===== config.mk =====
export PLATFORM = sky130hd
export DESIGN_NAME = flash_command_interface
export DESIGN_NICKNAME = d
export VERILOG_FILES = /design/src/core/flash_cmd_pkg.sv /design/src/core/flash_cmd_if.sv /design/src/core/flash_command_interface.sv /design/src/core/wipe_window_timer.sv
export VERILOG_INCLUDE_DIRS = /design/src /design/src/core
export SDC_FILE = /design/constraint.sdc
export NUM_CORES = 1
export LEC_CHECK = 0
export BUFFER_PORTS_ARGS = -buffer_cell sky130_fd_sc_hd__buf_4
export CAP_MARGIN = 0
export CELL_PAD_IN_SITES_DETAIL_PLACEMENT = 2
export CELL_PAD_IN_SITES_GLOBAL_PLACEMENT = 2
export CORE_AREA = 2 2 117 119
export DETAILED_ROUTE_END_ITERATION = 8
export DIE_AREA = 0 0 119 121
export PLACE_DENSITY = 0.81
export SYNTH_ARGS = -nofsm -noshare
export SYNTH_HDL_FRONTEND = slang
export SYNTH_SLANG_ARGS = --single-unit

===== constraint.sdc =====
create_clock -name ref_clk -period 4.1 [get_ports ref_clk]
set_input_delay 0.82 -clock ref_clk [delete_from_list [all_inputs] [get_ports ref_clk]]
set_output_delay 0.82 -clock ref_clk [all_outputs]
set_load 0.01 [all_outputs]

===== src/core/flash_cmd_consts.svh =====
`ifndef FLASH_CMD_CONSTS_SVH
`define FLASH_CMD_CONSTS_SVH
`define ADDR_MASK 14'h3fff
`define ADDR_UNLOCK_A 14'h1554
`define ADDR_UNLOCK_B 14'h2aa8
`define ADDR_PROT_A 14'h2a54
`define ADDR_PROT_B 14'h15a8
`define DATA_UNLOCK_A 8'ha8
`define DATA_UNLOCK_B 8'h54
`define DATA_RESET 8'hf0
`define DATA_PROGRAM 8'ha0
`define DATA_ERASE 8'h80
`define DATA_SECTOR 8'h30
`define DATA_CHIP 8'h10
`define DATA_PAUSE 8'hb0
`define DATA_PSET 8'hc0
`define DATA_PREAD 8'h90
`define DATA_BUNLOCK 8'hc1
`define WORD_CODE_UNLOCK 16'hffff
`define WORD_CODE_RELOCK 16'hfffb
`define ODD_WORD_LOW 2'h2
`define CODE_PROT_BIT 15
`define WINDOW_US 96
`define CLOCK_MHZ 100
`define PROT_RESET 16'hffff
`endif


===== src/core/flash_cmd_pkg.sv =====
package flash_cmd_pkg;
	typedef enum logic [3:0] {
		ST_READ = 4'h0,
		ST_U1 = 4'h1,
		ST_U2 = 4'h3,
		ST_ERASE = 4'h2,
		ST_EU1 = 4'h6,
		ST_EU2 = 4'h7,
		ST_PROG = 4'h5,
		ST_P1 = 4'h4,
		ST_P2 = 4'hc,
		ST_PCMD = 4'hd,
		ST_PSETW = 4'hf,
		ST_PREAD = 4'he,
		ST_BUNL = 4'ha,
		ST_WINDOW = 4'hb
	} seq_state_t;
endpackage


===== src/core/flash_cmd_if.sv =====
`timescale 1ns/1ps
interface flash_cmd_if;
	logic start;
	logic run;
	logic expired;
	modport owner(output start, output run, input expired);
	modport timer(input start, input run, output expired);
endinterface


===== src/core/flash_command_interface.sv =====
`timescale 1ns/1ps
`include "flash_cmd_consts.svh"
module flash_command_interface
	import flash_cmd_pkg::*;
#(
	parameter int ADDR_W = 18,
	parameter int BLOCKS = 7,
	parameter int WINDOW_CYCLES = `WINDOW_US * `CLOCK_MHZ
) (
	input wire logic ref_clk,
	input wire logic reset_n,
	input wire logic clkEn,
	input wire logic wrStrobe,
	input wire logic [ADDR_W-1:0] wrAddr,
	input wire logic [15:0] wrData,
	input wire logic fetchFromFlash,
	input wire logic rdStrobe,
	input wire logic [ADDR_W-1:0] rdAddr,
	input wire logic eraseDone,
	output logic programStart,
	output logic [ADDR_W-1:0] targetLocation,
	output logic [15:0] writeValue,
	output logic eraseStart,
	output logic chipErase,
	output logic [BLOCKS-1:0] sectorSelect,
	output logic wipeActive,
	output logic wipePaused,
	output logic windowOpen,
	output logic protectionWrite,
	output logic [15:0] protectionValue,
	output logic protectionWriteError,
	output logic [15:0] lockRegister,
	output logic readLockRegister,
	output logic blockUnlockTemp,
	output logic codeUnlockTemp,
	output logic abortWipe
);
	seq_state_t state_reg, state_next;
	flash_cmd_if tif();
	wipe_window_timer #(.COUNT(WINDOW_CYCLES)) timer (
		.ref_clk(ref_clk),
		.reset_n(reset_n),
		.clkEn(clkEn),
		.tmr(tif)
	);

	// decode of the current write
	wire w = wrStrobe && clkEn;
	wire [13:0] cAddr = wrAddr[13:0] & `ADDR_MASK;
	wire [7:0] cData = wrData[7:0];
	wire atUA = cAddr == `ADDR_UNLOCK_A;
	wire atUB = cAddr == `ADDR_UNLOCK_B;
	wire atPA = cAddr == `ADDR_PROT_A;
	wire atPB = cAddr == `ADDR_PROT_B;
	wire isReset = cData == `DATA_RESET;
	wire isSector = cData == `DATA_SECTOR;
	wire oddWord = wrAddr[1:0] == `ODD_WORD_LOW;
	wire rdOdd = rdAddr[1:0] == `ODD_WORD_LOW;
	wire codeUnlockWr = w && fetchFromFlash && wrData == `WORD_CODE_UNLOCK;
	wire codeRelockWr = w && fetchFromFlash && wrData == `WORD_CODE_RELOCK;
	wire codeWr = codeUnlockWr || codeRelockWr;
	wire [BLOCKS-1:0] blockOf = BLOCKS'(1) << wrAddr[ADDR_W-1:ADDR_W-3];
	wire [15:0] protectionValue_nextChk = wrData;
	wire protBad = |(protectionValue_nextChk & ~lockRegister);
	wire enterSector = state_reg == ST_EU2 && w && isSector;
	wire addSector = state_reg == ST_WINDOW && w && isSector;
	wire pauseWr = w && cData == `DATA_PAUSE && (wipeActive || windowOpen) && !wipePaused;
	wire resumeWr = w && isSector && wipePaused;

	always_comb begin
		state_next = state_reg;
		if (w && !codeWr) begin
			unique case (state_reg)
				ST_READ: state_next = (cData == `DATA_UNLOCK_A && atUA) ? ST_U1 :
					(cData == `DATA_UNLOCK_A && atPA) ? ST_P1 : ST_READ;
				ST_U1: state_next = (cData == `DATA_UNLOCK_B && atUB) ? ST_U2 : ST_READ;
				ST_U2: state_next = (cData == `DATA_PROGRAM && atUA) ? ST_PROG :
					(cData == `DATA_ERASE && atUA) ? ST_ERASE : ST_READ;
				ST_PROG: state_next = ST_READ;
				ST_ERASE: state_next = (cData == `DATA_UNLOCK_A && atUA) ? ST_EU1 : ST_READ;
				ST_EU1: state_next = (cData == `DATA_UNLOCK_B && atUB) ? ST_EU2 : ST_READ;
				ST_EU2: state_next = isSector ? ST_WINDOW : ST_READ;
				ST_WINDOW: state_next = isSector ? ST_WINDOW : ST_READ;
				ST_P1: state_next = (cData == `DATA_UNLOCK_B && atPB) ? ST_P2 : ST_READ;
				ST_P2: state_next = (cData == `DATA_PSET && atPA) ? ST_PSETW :
					(cData == `DATA_PREAD && atPA) ? ST_PREAD :
					(cData == `DATA_BUNLOCK && atPA) ? ST_BUNL : ST_READ;
				ST_PSETW: state_next = ST_READ;
				ST_PREAD: state_next = ST_READ;
				ST_BUNL: state_next = ST_READ;
				default: state_next = ST_READ;
			endcase
		end else if (state_reg == ST_WINDOW && tif.expired) begin
			state_next = ST_READ;
		end
	end

	assign tif.start = enterSector || addSector;
	assign tif.run = state_reg == ST_WINDOW && !pauseWr && !(w && !isSector);
	assign windowOpen = state_reg == ST_WINDOW;
	assign readLockRegister = state_reg == ST_PREAD && rdStrobe && rdOdd;

	always_ff @(posedge ref_clk or negedge reset_n) begin
		if (!reset_n)
			state_reg <= ST_READ;
		else if (clkEn)
			state_reg <= state_next;
	end

	// command strobes and data toward the array
	wire progWr = w && state_reg == ST_PROG && !codeWr;
	wire psetWr = w && state_reg == ST_PSETW && oddWord;
	wire chipWr = w && state_reg == ST_EU2 && cData == `DATA_CHIP && atUA;
	wire resetWr = w && isReset;
	wire bunlWr = w && state_reg == ST_BUNL && isReset;
	wire captureWr = w && (state_reg == ST_PROG || state_reg == ST_PSETW);

	always_ff @(posedge ref_clk or negedge reset_n) begin
		if (!reset_n) begin
			programStart <= 1'b0;
			protectionWrite <= 1'b0;
			protectionWriteError <= 1'b0;
			abortWipe <= 1'b0;
		end else if (clkEn) begin
			programStart <= progWr;
			protectionWrite <= psetWr && !protBad;
			protectionWriteError <= psetWr && protBad;
			abortWipe <= resetWr && wipePaused;
		end
	end

	// captured word and location
	always_ff @(posedge ref_clk or negedge reset_n) begin
		if (!reset_n) begin
			targetLocation <= '0;
			writeValue <= 16'h0000;
			protectionValue <= 16'h0000;
		end else if (clkEn && captureWr) begin
			targetLocation <= wrAddr;
			writeValue <= wrData;
			protectionValue <= wrData;
		end
	end

	// wipe selection and start
	always_ff @(posedge ref_clk or negedge reset_n) begin
		if (!reset_n) begin
			eraseStart <= 1'b0;
			chipErase <= 1'b0;
			sectorSelect <= '0;
		end else if (clkEn) begin
			eraseStart <= tif.expired || chipWr;
			if (chipWr) begin
				chipErase <= 1'b1;
			end else if (enterSector) begin
				sectorSelect <= blockOf;
				chipErase <= 1'b0;
			end else if (addSector) begin
				sectorSelect <= sectorSelect | blockOf;
			end
		end
	end

	// wipe running and paused levels
	wire wipeGo = chipWr || tif.expired || (pauseWr && state_reg == ST_WINDOW);
	wire pauseEnd = resumeWr || eraseDone || resetWr;
	always_ff @(posedge ref_clk or negedge reset_n) begin
		if (!reset_n) begin
			wipeActive <= 1'b0;
			wipePaused <= 1'b0;
		end else if (clkEn) begin
			if (eraseDone)
				wipeActive <= 1'b0;
			if (wipeGo)
				wipeActive <= 1'b1;
			if (resetWr)
				wipeActive <= 1'b0;
			if (pauseWr)
				wipePaused <= 1'b1;
			else if (pauseEnd)
				wipePaused <= 1'b0;
		end
	end

	// temporary unlock levels
	always_ff @(posedge ref_clk or negedge reset_n) begin
		if (!reset_n) begin
			blockUnlockTemp <= 1'b0;
			codeUnlockTemp <= 1'b0;
		end else if (clkEn) begin
			if (bunlWr)
				blockUnlockTemp <= 1'b1;
			if (codeUnlockWr)
				codeUnlockTemp <= 1'b1;
			else if (codeRelockWr)
				codeUnlockTemp <= 1'b0;
		end
	end

	// lock register, loads PROT_RESET at reset and holds it
	always_ff @(posedge ref_clk or negedge reset_n) begin
		if (!reset_n)
			lockRegister <= `PROT_RESET;
		else if (clkEn)
			lockRegister <= lockRegister;
	end
endmodule


===== src/core/wipe_window_timer.sv =====
`timescale 1ns/1ps
`include "flash_cmd_consts.svh"
module wipe_window_timer #(
	parameter int COUNT = `WINDOW_US * `CLOCK_MHZ
) (
	input wire logic ref_clk,
	input wire logic reset_n,
	input wire logic clkEn,
	flash_cmd_if.timer tmr
);
	logic [15:0] count_reg;
	wire atEnd = (count_reg == 16'h0001);
	always_ff @(posedge ref_clk or negedge reset_n) begin
		if (!reset_n) begin
			count_reg <= 16'h0000;
		end else if (clkEn) begin
			if (tmr.start)
				count_reg <= 16'(COUNT);
			else if (!tmr.run)
				count_reg <= 16'h0000;
			else if (count_reg != 16'h0000)
				count_reg <= count_reg - 16'h0001;
		end
	end
	assign tmr.expired = tmr.run && !tmr.start && atEnd;
endmodule


---- Yosys cells after proc, flatten, opt, wreduce, memory -nomap -nowiden ----
Index checks and enable logic that the tools add are counted.
Widths: inputs -> output; s select.
word-level totals
  bits in registers ....................... 70
  logic and storage cells ................. 155
  bits of input ports ..................... 59
  output and inout port bits .............. 85
operators by class
  reduce and logical (&&, ||, !) cells .... 75
  bitwise operators ....................... 2
  eq/ne operators ......................... 33
  shift-type cells ........................ 1
  $add $sub $neg .......................... 1
  mux-type cells .......................... 29
operator list
  cell                   count
  $eq 8x8->1 const B     8
  $mux 16                3
  $logic_and 1x1->1      44
  $eq 16x16->1 const B   2
  $pmux 4 s8             1
  $eq 14x13->1 const B   2
  $eq 14x14->1 const B   2
  $mux 4                 7
  $eq 4x4->1 const B     5
  $eq 16x1->1 const B    1
  $eq 4x3->1 const B     4
  $reduce_bool 16->1     1
  $sub 16x1->16 const B  1
  $mux 3                 5
  $mux 7                 2
  $reduce_and 2->1       7
  $reduce_bool 2->1      5
  $mux 1                 9
  $eq 4x2->1 const B     2
  $eq 8x5->1 const B     1
  $eq 8x6->1 const B     1
  $eq 8x7->1 const B     1
  $logic_or 1x1->1       8
  $or 7x7->7             1
  other kinds (11)       18

---- Depth between registers and ports, before layout ----
Gate-level depths: netlist of the first run.
  word-level depth ........................ 13
  mapped depth ............................ 8
  depth with buffers taken out ............ 8

---- By module ----
Synthesis of the first run repeated with hierarchy kept, for this count alone.
second synthesis, totals
  cells, all modules ...................... 391
  area total of the unflattened synthesis .. 3897.5 um^2
modules (own cells, without submodules)
  module                   sequential area each (um^2)  cells an instance  area an instance (um^2)  times used
  flash_command_interface  1351.3                       273                2900.3                   1
  wipe_window_timer        400.4                        118                997.2                    1

---- Least setup slack after synthesis of the first run ----
OpenSTA, ideal clock, no wires.
  path type ............................... input -> register
  start point ............................. input port wrData[6]
  end point ............................... register timer.count_reg[0]
  arrival ................................. 2.207 ns
  cell stages on the path ................. 8
  setup time .............................. 0.121 ns
  setup slack ............................. 1.772 ns
  buffers on the path ..................... 2
  data required time ...................... 3.979 ns
  path through ............................ buf_2 > nor4bb_1 > o21ai_0 > nor2_2 > nor2_1 > nor2_1 > buf_2 > nor2_1
on the way
  word-level cells in the longest chain between the ends .. 9
  elaborated cells between the ends (all ways) .. 18
  those cells by class .................... 3 x eq/ne; 2 x mux; 13 x reduce/logical
RTL lines
  what                                                                 RTL line                       text
  start: declaration                                                   flash_command_interface.sv:15  input wire logic [15:0] wrData,
  $eq 8x8->1 (no source line)                                          n/a
  $logic_and 1x1->1 (no source line)                                   n/a
  $logic_and 1x1->1 (2 in series)                                      flash_command_interface.sv:67  wire pauseWr = w && cData == `DATA_PAUSE && (wipeActive || windowOpen) && !wipePaused;
  $logic_not 1->1                                                      flash_command_interface.sv:99  assign tif.run = state_reg == ST_WINDOW && !pauseWr && !(w && !isSector);
  $logic_and 1x1->1 (2 in series)                                      flash_command_interface.sv:99
  $ne 3x2->1 (no source line) / $mux 16 (equally long branches)        n/a
  $reduce_and 2->1 (no source line) / $mux 16 (equally long branches)  n/a
  end signal: assignment                                               wipe_window_timer.sv:18        count_reg <= 16'(COUNT);
  end signal: assignment                                               wipe_window_timer.sv:22        count_reg <= count_reg - 16'h0001;
  end: declaration                                                     wipe_window_timer.sv:11        logic [15:0] count_reg;
Several ways; a longest one is shown, not always the timed one.
A chain may end at the register's enable or synchronous reset.

---- Worst setup path after layout of the first run ----
  start point ............................. register state_reg[3]
  end point ............................... output port windowOpen
on the way
  word-level cells in the longest chain between the ends .. 1
RTL lines
  what                      RTL line                        text
  start: declaration        flash_command_interface.sv:38   seq_state_t state_reg, state_next;
  start signal: assignment  flash_command_interface.sv:107  state_reg <= state_next;
  $eq 4x4->1                flash_command_interface.sv:100  assign windowOpen = state_reg == ST_WINDOW;
  end: declaration          flash_command_interface.sv:28   output logic windowOpen,
Every way passes these cells.

==> flow_summary.json, run 1 <==
{
  "worstHoldStart": "blockUnlockTemp",
  "sequential_fraction_of_the_synthesis_area_pct": 45.2,
  "crit_path_top_delay_cell": "dfrtp_1",
  "clock_power_share_pct": 37.2,
  "cts_made_buffers": 9,
  "post_place_worst_slack_ns": 1.25,
  "crit_buf_inv": 1,
  "family_with_the_most_delay_on_the_worst_path": "simple AND/OR/NAND/NOR gates",
  "cp.depth": 3,
  "drt_iter0_markers": 110,
  "drtAntennaViolNets": 0,
  "timing_worst_slew_pin_value_ns": 0.928,
  "finalClockSkew_ns": 0.00828,
  "worst_slew_margin_rel_pct": 38.2,
  "die_w_um": 119,
  "cp-endpoint": "windowOpen",
  "capturing_point_of_the_worst_reg2reg_path": "timer.count_reg[10]",
  "clock_tree.htree_level_count": 3,
  "p_int_mw": 1.53,
  "global_route.usage.total_pct": 17.5,
  "start_kind": "flop",
  "crit_path_frequent_cell": "nor2b_1",
  "fill_cells": 1414,
  "clkSlewWorstSetupHoldPaths_ns": 0.05,
  "critical_path.cell_chain": "nor2b_1, nor2b_1, buf_4",
  "grt_pass1_wl_mm": 19.6,
  "power.switching_mw": 0.676,
  "timing.reg2reg.worst_path_depth": 6,
  "residual_drc": 0,
  "static-leakage-power_nw": 2.40,
  "final.min_clock_period_ns": 2.82,
  "number_of_cells_in_the_finished_layout_apart_from_fillers": 643,
  "ff_to_ff_start": "state_reg[3]",
  "gp_congestion": 0.827,
  "final-hold-violation-count": 0,
  "critical_path_max_stage_delay_ns": 0.61,
  "synth_ff_type": "dfrtp_1",
  "power_density_mw_per_mm2": 442,
  "critPathArrivalTime_ns": 2.00,
  "wire_per_inst_um": 18.6,
  "timing_worst_setup_path_type": "flop to output port",
  "setup-violations-final": 0,
  "crit_path_launch": "state_reg[3]",
  "floorplan.rows": 42,
  "critical_path.endpoint_type": "output port",
  "finish.utilization_pct": 38.2,
  "grt_max_degree": 71,
  "vias": 3223,
  "drive_gt1_share_pct": 38.1,
  "tritoncts_num_sinks": 70,
  "fp.dieArea_mm2": 0.0144,
  "maximum_root_to_sink_buffer_count": 2,
  "synthesis.area_mm2": 0.00387,
  "netlist-cell-type-count": 60,
  "cts_setup_buffers": 0,
  "detail_route.first_pass.iterations": 4,
  "cts-resized-gates": 0,
  "postLayoutSetupSlackWorst_ns": 1.28,
  "synth.yosys.warnings": 0,
  "post_synth_inst_count": 372,
  "holdCritPathClass": "flop to flop",
  "stdcell_area_mm2": 0.00499,
  "synth_seq_cells": 70,
  "postPlaceCellArea_mm2": 0.00469,
  "global_route.overflow_total": 0,
  "placed_cells_incl_taps": 629,
  "clockRootBuffer": "clkbuf_16",
  "antenna_cells_inserted": 0,
  "power.combinational.fraction_pct": 26.3,
  "r2r_setup_slack_ns": 1.67,
  "io_pins": 144,
  "core_mm2": 0.0131,
  "route.detailed.vias_per_inst": 5.01,
  "worst_skew_pair.late_latency_ns": 0.34,
  "p_total_mw": 2.21,
  "finalCritPeriodShare_pct": 68.9,
  "routed_wl_mm": 12.0,
  "setup_total_negative_slack_ns": 0,
  "antenna_found_initial": 0,
  "starting_density_of_the_core_pct": 29.6,
  "area_growth_from_synthesis_to_layout_pct": 28.9,
  "final_nets": 525,
  "max_freq_ghz": 0.354,
  "dieHeight_um": 121,
  "vdd_drop_max_mv": 0.199,
  "cap_viol_max_count": 0,
  "grt_pass1_vias": 3655,
  "switching_share_pct": 30.6,
  "port_buffers": 110,
  "tritoncts": "done",
  "hold_buffers": 0,
  "finalHoldWorstSlack_ns": 0.475,
  "post-dp-hpwl_mm": 9.00,
  "timing.final.max_slew_violations": 0,
  "largest_register_ff_count": 18,
  "synth_async_sr_flop_share_pct": 100,
  "worst-endpoint-required_ns": 3.28,
  "synth_enable_flop_cells": 0,
  "status": "complete, no violations",
  "synth.avg_cell_area_um2": 10.4,
  "crit_fanout": 12,
  "share_seq_of_total_power_pct": 36.5,
  "rsz0062_at_grt": "no"
}
==> power groups by stage <==
stage	logic [mW]	registers [mW]	clock network, mW
floorplan	0.428	0.807	0
global placement	0.556	0.812	0
detailed placement	0.581	0.819	0
CTS	0.589	0.808	0.843
global route	0.653	0.816	0.877
finish	0.581	0.807	0.820
==> cell usage in the layout, fill, tap and decap left out, drive strengths merged, types with 4 or more instances in the layout <==
cell	instances
nand4	11
nand3	12
mux2	36
dfrtp	70
o21ai	11
nor4	12
a22o	4
buf	112
a21oi	6
nor2b	11
nor4bb	6
o211ai	4
inv	9
xor2	5
clkbuf	10
nor2	34
nor4b	7
nand2	19
xnor2	8
or4	7
nor3	10
a21o	5
a32o	4
conb	17
or3	4
==> metal layers <==
layer  part of all wire, %  global-route usage, %
met5                     0                      0
met4                   1.6                   6.40
met3                   5.8                   5.92
met2                    51                   30.4
met1                    41                   19.9
==> synthesized netlist by cell type (all sizes together), types with 5 or more instances <==
| master | number | area share (%) |
|---|---|---|
| a21o | 5 | 0.97 |
| a21oi | 6 | 0.77 |
| buf | 41 | 7.4 |
| clkbuf | 5 | 0.52 |
| dfrtp | 70 | 45 |
| inv | 9 | 0.87 |
| mux2 | 36 | 10 |
| nand2 | 19 | 1.9 |
| nand3 | 12 | 1.8 |
| nand4 | 11 | 1.8 |
| nor2 | 34 | 3.4 |
| nor2b | 11 | 1.8 |
| nor3 | 10 | 1.7 |
| nor4 | 12 | 2.4 |
| nor4b | 7 | 1.7 |
| nor4bb | 6 | 1.5 |
| o21ai | 11 | 1.5 |
| or4 | 7 | 1.5 |
| xnor2 | 8 | 1.8 |
| xor2 | 5 | 1.1 |
==> worst min path at each step <==
stage | depth (start not counted) | slack [ns] | to
2_1_floorplan | 2 | 0.50 | timer.count_reg[15]
3_3_place_gp | 1 | 0.46 | blockUnlockTemp
3_5_place_dp | 1 | 0.47 | chipErase
4_1_cts | 1 | 0.49 | blockUnlockTemp
5_1_grt | 1 | 0.50 | blockUnlockTemp
6_report | 1 | 0.47 | blockUnlockTemp
==> kinds of logic after synthesis <==
kind of cell | count (synthesis) | synth area share, %
AND/OR/NAND/NOR | 146 | 22.8
flip-flops | 70 | 45.2
buffers and inverters | 55 | 8.81
AO/OA/AOI/OAI | 48 | 8.94
multiplexers | 36 | 10.5
XOR/XNOR | 13 | 2.94
adder cells (fa/ha/maj) | 2 | 0.646
other | 2 | 0.194
==> layout make-up <==
cell class	instances	area, µm²	share of cell area [%]
multi-input cells	262	1840	36.9
flip-flops and latches	70	1750	35.1
inverters	9	33.8	0.677
well taps	176	220	4.41
repair buffers	112	841	16.8
clock buffers	10	229	4.59
clock inverters	4	73.8	1.48
Note: power is estimated with default switching activity, not from simulation.
==> run 2: changes to the inputs <==
==> constraint.sdc (replaced) <==
create_clock -name ref_clk -period 2.8 [get_ports ref_clk]
set_input_delay 0.56 -clock ref_clk [delete_from_list [all_inputs] [get_ports ref_clk]]
set_output_delay 0.56 -clock ref_clk [all_outputs]
set_load 0.01 [all_outputs]
==> run 2 against run 1 <==
  * Critical path depth rose by 1
  * Worst hold slack worse by 0.11 ns
  * First-iteration DRC count is 12% lower
  * Register-to-register slack worse by 1.1 ns
  * Utilization grew 0.33 points
  * Flip-flop and latch count stayed put
  * Global-route usage shrank 0.29 points
  * Die area did not move
  * Count of clock-buffer cells in the layout is the same
  * Sequential power grew 46%
  * Design area is 0.88% higher
  * Combinational power is 46% higher
  * Critical endpoint unchanged
==> flow_summary.json, run 2 (synthesis results as in run 1) <==
{
  "vias": 3235,
  "post_place_worst_slack_ns": 0.399,
  "ff_to_ff_start": "state_reg[1]",
  "gp_congestion": 0.808,
  "route.detailed.vias_per_inst": 4.99,
  "largest_register_ff_count": 18,
  "detail_route.first_pass.iterations": 5,
  "critPathArrivalTime_ns": 1.73,
  "layout.cells.most_common_list": "115 x buf_4, 70 x dfrtp_1, 36 x mux2_2",
  "timing_worst_setup_path_type": "flop to output port",
  "timing.reg2reg.worst_path_depth": 7,
  "vdd_drop_max_mv": 0.183,
  "dieHeight_um": 121,
  "drive_gt1_share_pct": 38.8,
  "critical_path_max_stage_delay_ns": 0.60,
  "cts_made_buffers": 9,
  "finish.utilization_pct": 38.5,
  "final.min_clock_period_ns": 2.29,
  "capturing_point_of_the_worst_reg2reg_path": "timer.count_reg[1]",
  "crit_path_top_delay_cell": "dfrtp_1",
  "grt_pass1_wl_mm": 19.5,
  "worst_slew_margin_rel_pct": 38.7,
  "wire_per_inst_um": 18.1,
  "timing_worst_slew_pin_value_ns": 0.920,
  "drt_iter0_markers": 97,
  "hold_buffers": 0,
  "core_mm2": 0.0131,
  "finalClockSkew_ns": 0.00618,
  "timing.final.max_slew_violations": 0,
  "stdcell_area_mm2": 0.00504,
  "post-dp-hpwl_mm": 8.80,
  "global_route.overflow_total": 0,
  "tritoncts_num_sinks": 70,
  "layout_commonest_cell": "buf_4",
  "critical_path.endpoint_type": "output port",
  "grt_max_degree": 71,
  "global_route.usage.total_pct": 17.2,
  "setup_total_negative_slack_ns": 0,
  "max_freq_ghz": 0.436,
  "tritoncts": "done",
  "cts_setup_buffers": 0,
  "clkSlewWorstSetupHoldPaths_ns": 0.06,
  "finalCritPeriodShare_pct": 81.9,
  "clockRootBuffer": "clkbuf_16",
  "postPlaceCellArea_mm2": 0.00471,
  "postLayoutSetupSlackWorst_ns": 0.508,
  "routed_wl_mm": 11.7,
  "critical_path.cell_chain": "nor2b_1, nor2b_1, buf_4, buf_4",
  "port_buffers": 110,
  "rsz0062_at_grt": "no",
  "grt_pass1_vias": 3640,
  "area_growth_from_synthesis_to_layout_pct": 30.0,
  "r2r_setup_slack_ns": 0.61,
  "fill_cells": 1388,
  "drtAntennaViolNets": 0,
  "antenna_cells_inserted": 0,
  "final-hold-violation-count": 0,
  "crit_buf_inv": 2,
  "final_nets": 528,
  "residual_drc": 0,
  "clock_tree.htree_level_count": 3,
  "cap_viol_max_count": 0,
  "antenna_found_initial": 0,
  "io_pins": 144,
  "fp.dieArea_mm2": 0.0144,
  "setup-violations-final": 0,
  "worst_skew_pair.late_latency_ns": 0.34,
  "crit_fanout": 12,
  "cts-resized-gates": 0,
  "die_w_um": 119,
  "status": "complete, no violations",
  "family_with_the_most_delay_on_the_worst_path": "flip-flops",
  "floorplan.rows": 42,
  "worst-endpoint-required_ns": 2.24,
  "power_density_mw_per_mm2": 651,
  "maximum_root_to_sink_buffer_count": 2,
  "static-leakage-power_nw": 2.43,
  "holdCritPathClass": "primary input to async pin",
  "start_kind": "flop",
  "starting_density_of_the_core_pct": 29.6
}
run 2: cell count changes in the layout (fill, tap and decap cells not counted):
| cell | previous run | this run |
|---|---|---|
| buf_4 | 112 | 115 |
| clkinv_4 | 1 | 3 |
| clkinv_2 | 1 | 0 |
| inv_6 | 0 | 1 |
run 2: worst max path at each step:
stage / from / slack (ns) / to / cells past startpoint
2_1_floorplan: wrData[6] / 0.73 / timer.count_reg[0] / 8
3_3_place_gp: wrAddr[1] / 0.43 / state_reg[2] / 7
3_5_place_dp: wrAddr[1] / 0.40 / state_reg[2] / 7
4_1_cts: state_reg[3] / 0.47 / windowOpen / 4
5_1_grt: state_reg[1] / 0.34 / timer.count_reg[1] / 7
6_report: state_reg[3] / 0.51 / windowOpen / 4
run 2: through the flow:
step | hold slack, ns | instances | total power, mW
3_3_place_gp | 0.459 | 632 | 2.00
5_1_grt | 0.448 | 648 | 3.48
3_5_place_dp | 0.468 | 632 | 2.04
6_report | 0.366 | 648 | 3.28
2_1_floorplan | 0.264 | 387 | 1.81
4_1_cts | 0.404 | 648 | 3.33
run 2: routing by layer:
layer  GRT usage (%)  wire [µm]  up-vias
met1            20.7       4870     1646
met5               0          0        -
met2            30.2       6130       85
li1                -          -     1495
met3            3.52        571        9
met4            6.25        154        0
run 2: area by class of cell:
class                           instances  area (µm²)  area share [%]
Clock inverter                          6        95.1            1.89
Sequential cell                        70        1750            34.8
Inverter                                9        33.8           0.671
Multi-Input combinational cell        262        1840            36.6
Timing Repair Buffer                  115         863            17.1
Clock buffer                           10         229            4.55
Tap cell                              176         220            4.37
run 2: report_power, final:
| group | total, mW | leakage [nW] | switching, mW | internal, mW |
|---|---|---|---|---|
| combinational | 0.850 | 1.31 | 0.470 | 0.380 |
| sequential | 1.18 | 0.955 | 0.0831 | 1.09 |
| clock | 1.25 | 0.157 | 0.463 | 0.788 |
| total | 3.28 | 2.43 | 1.02 | 2.26 |
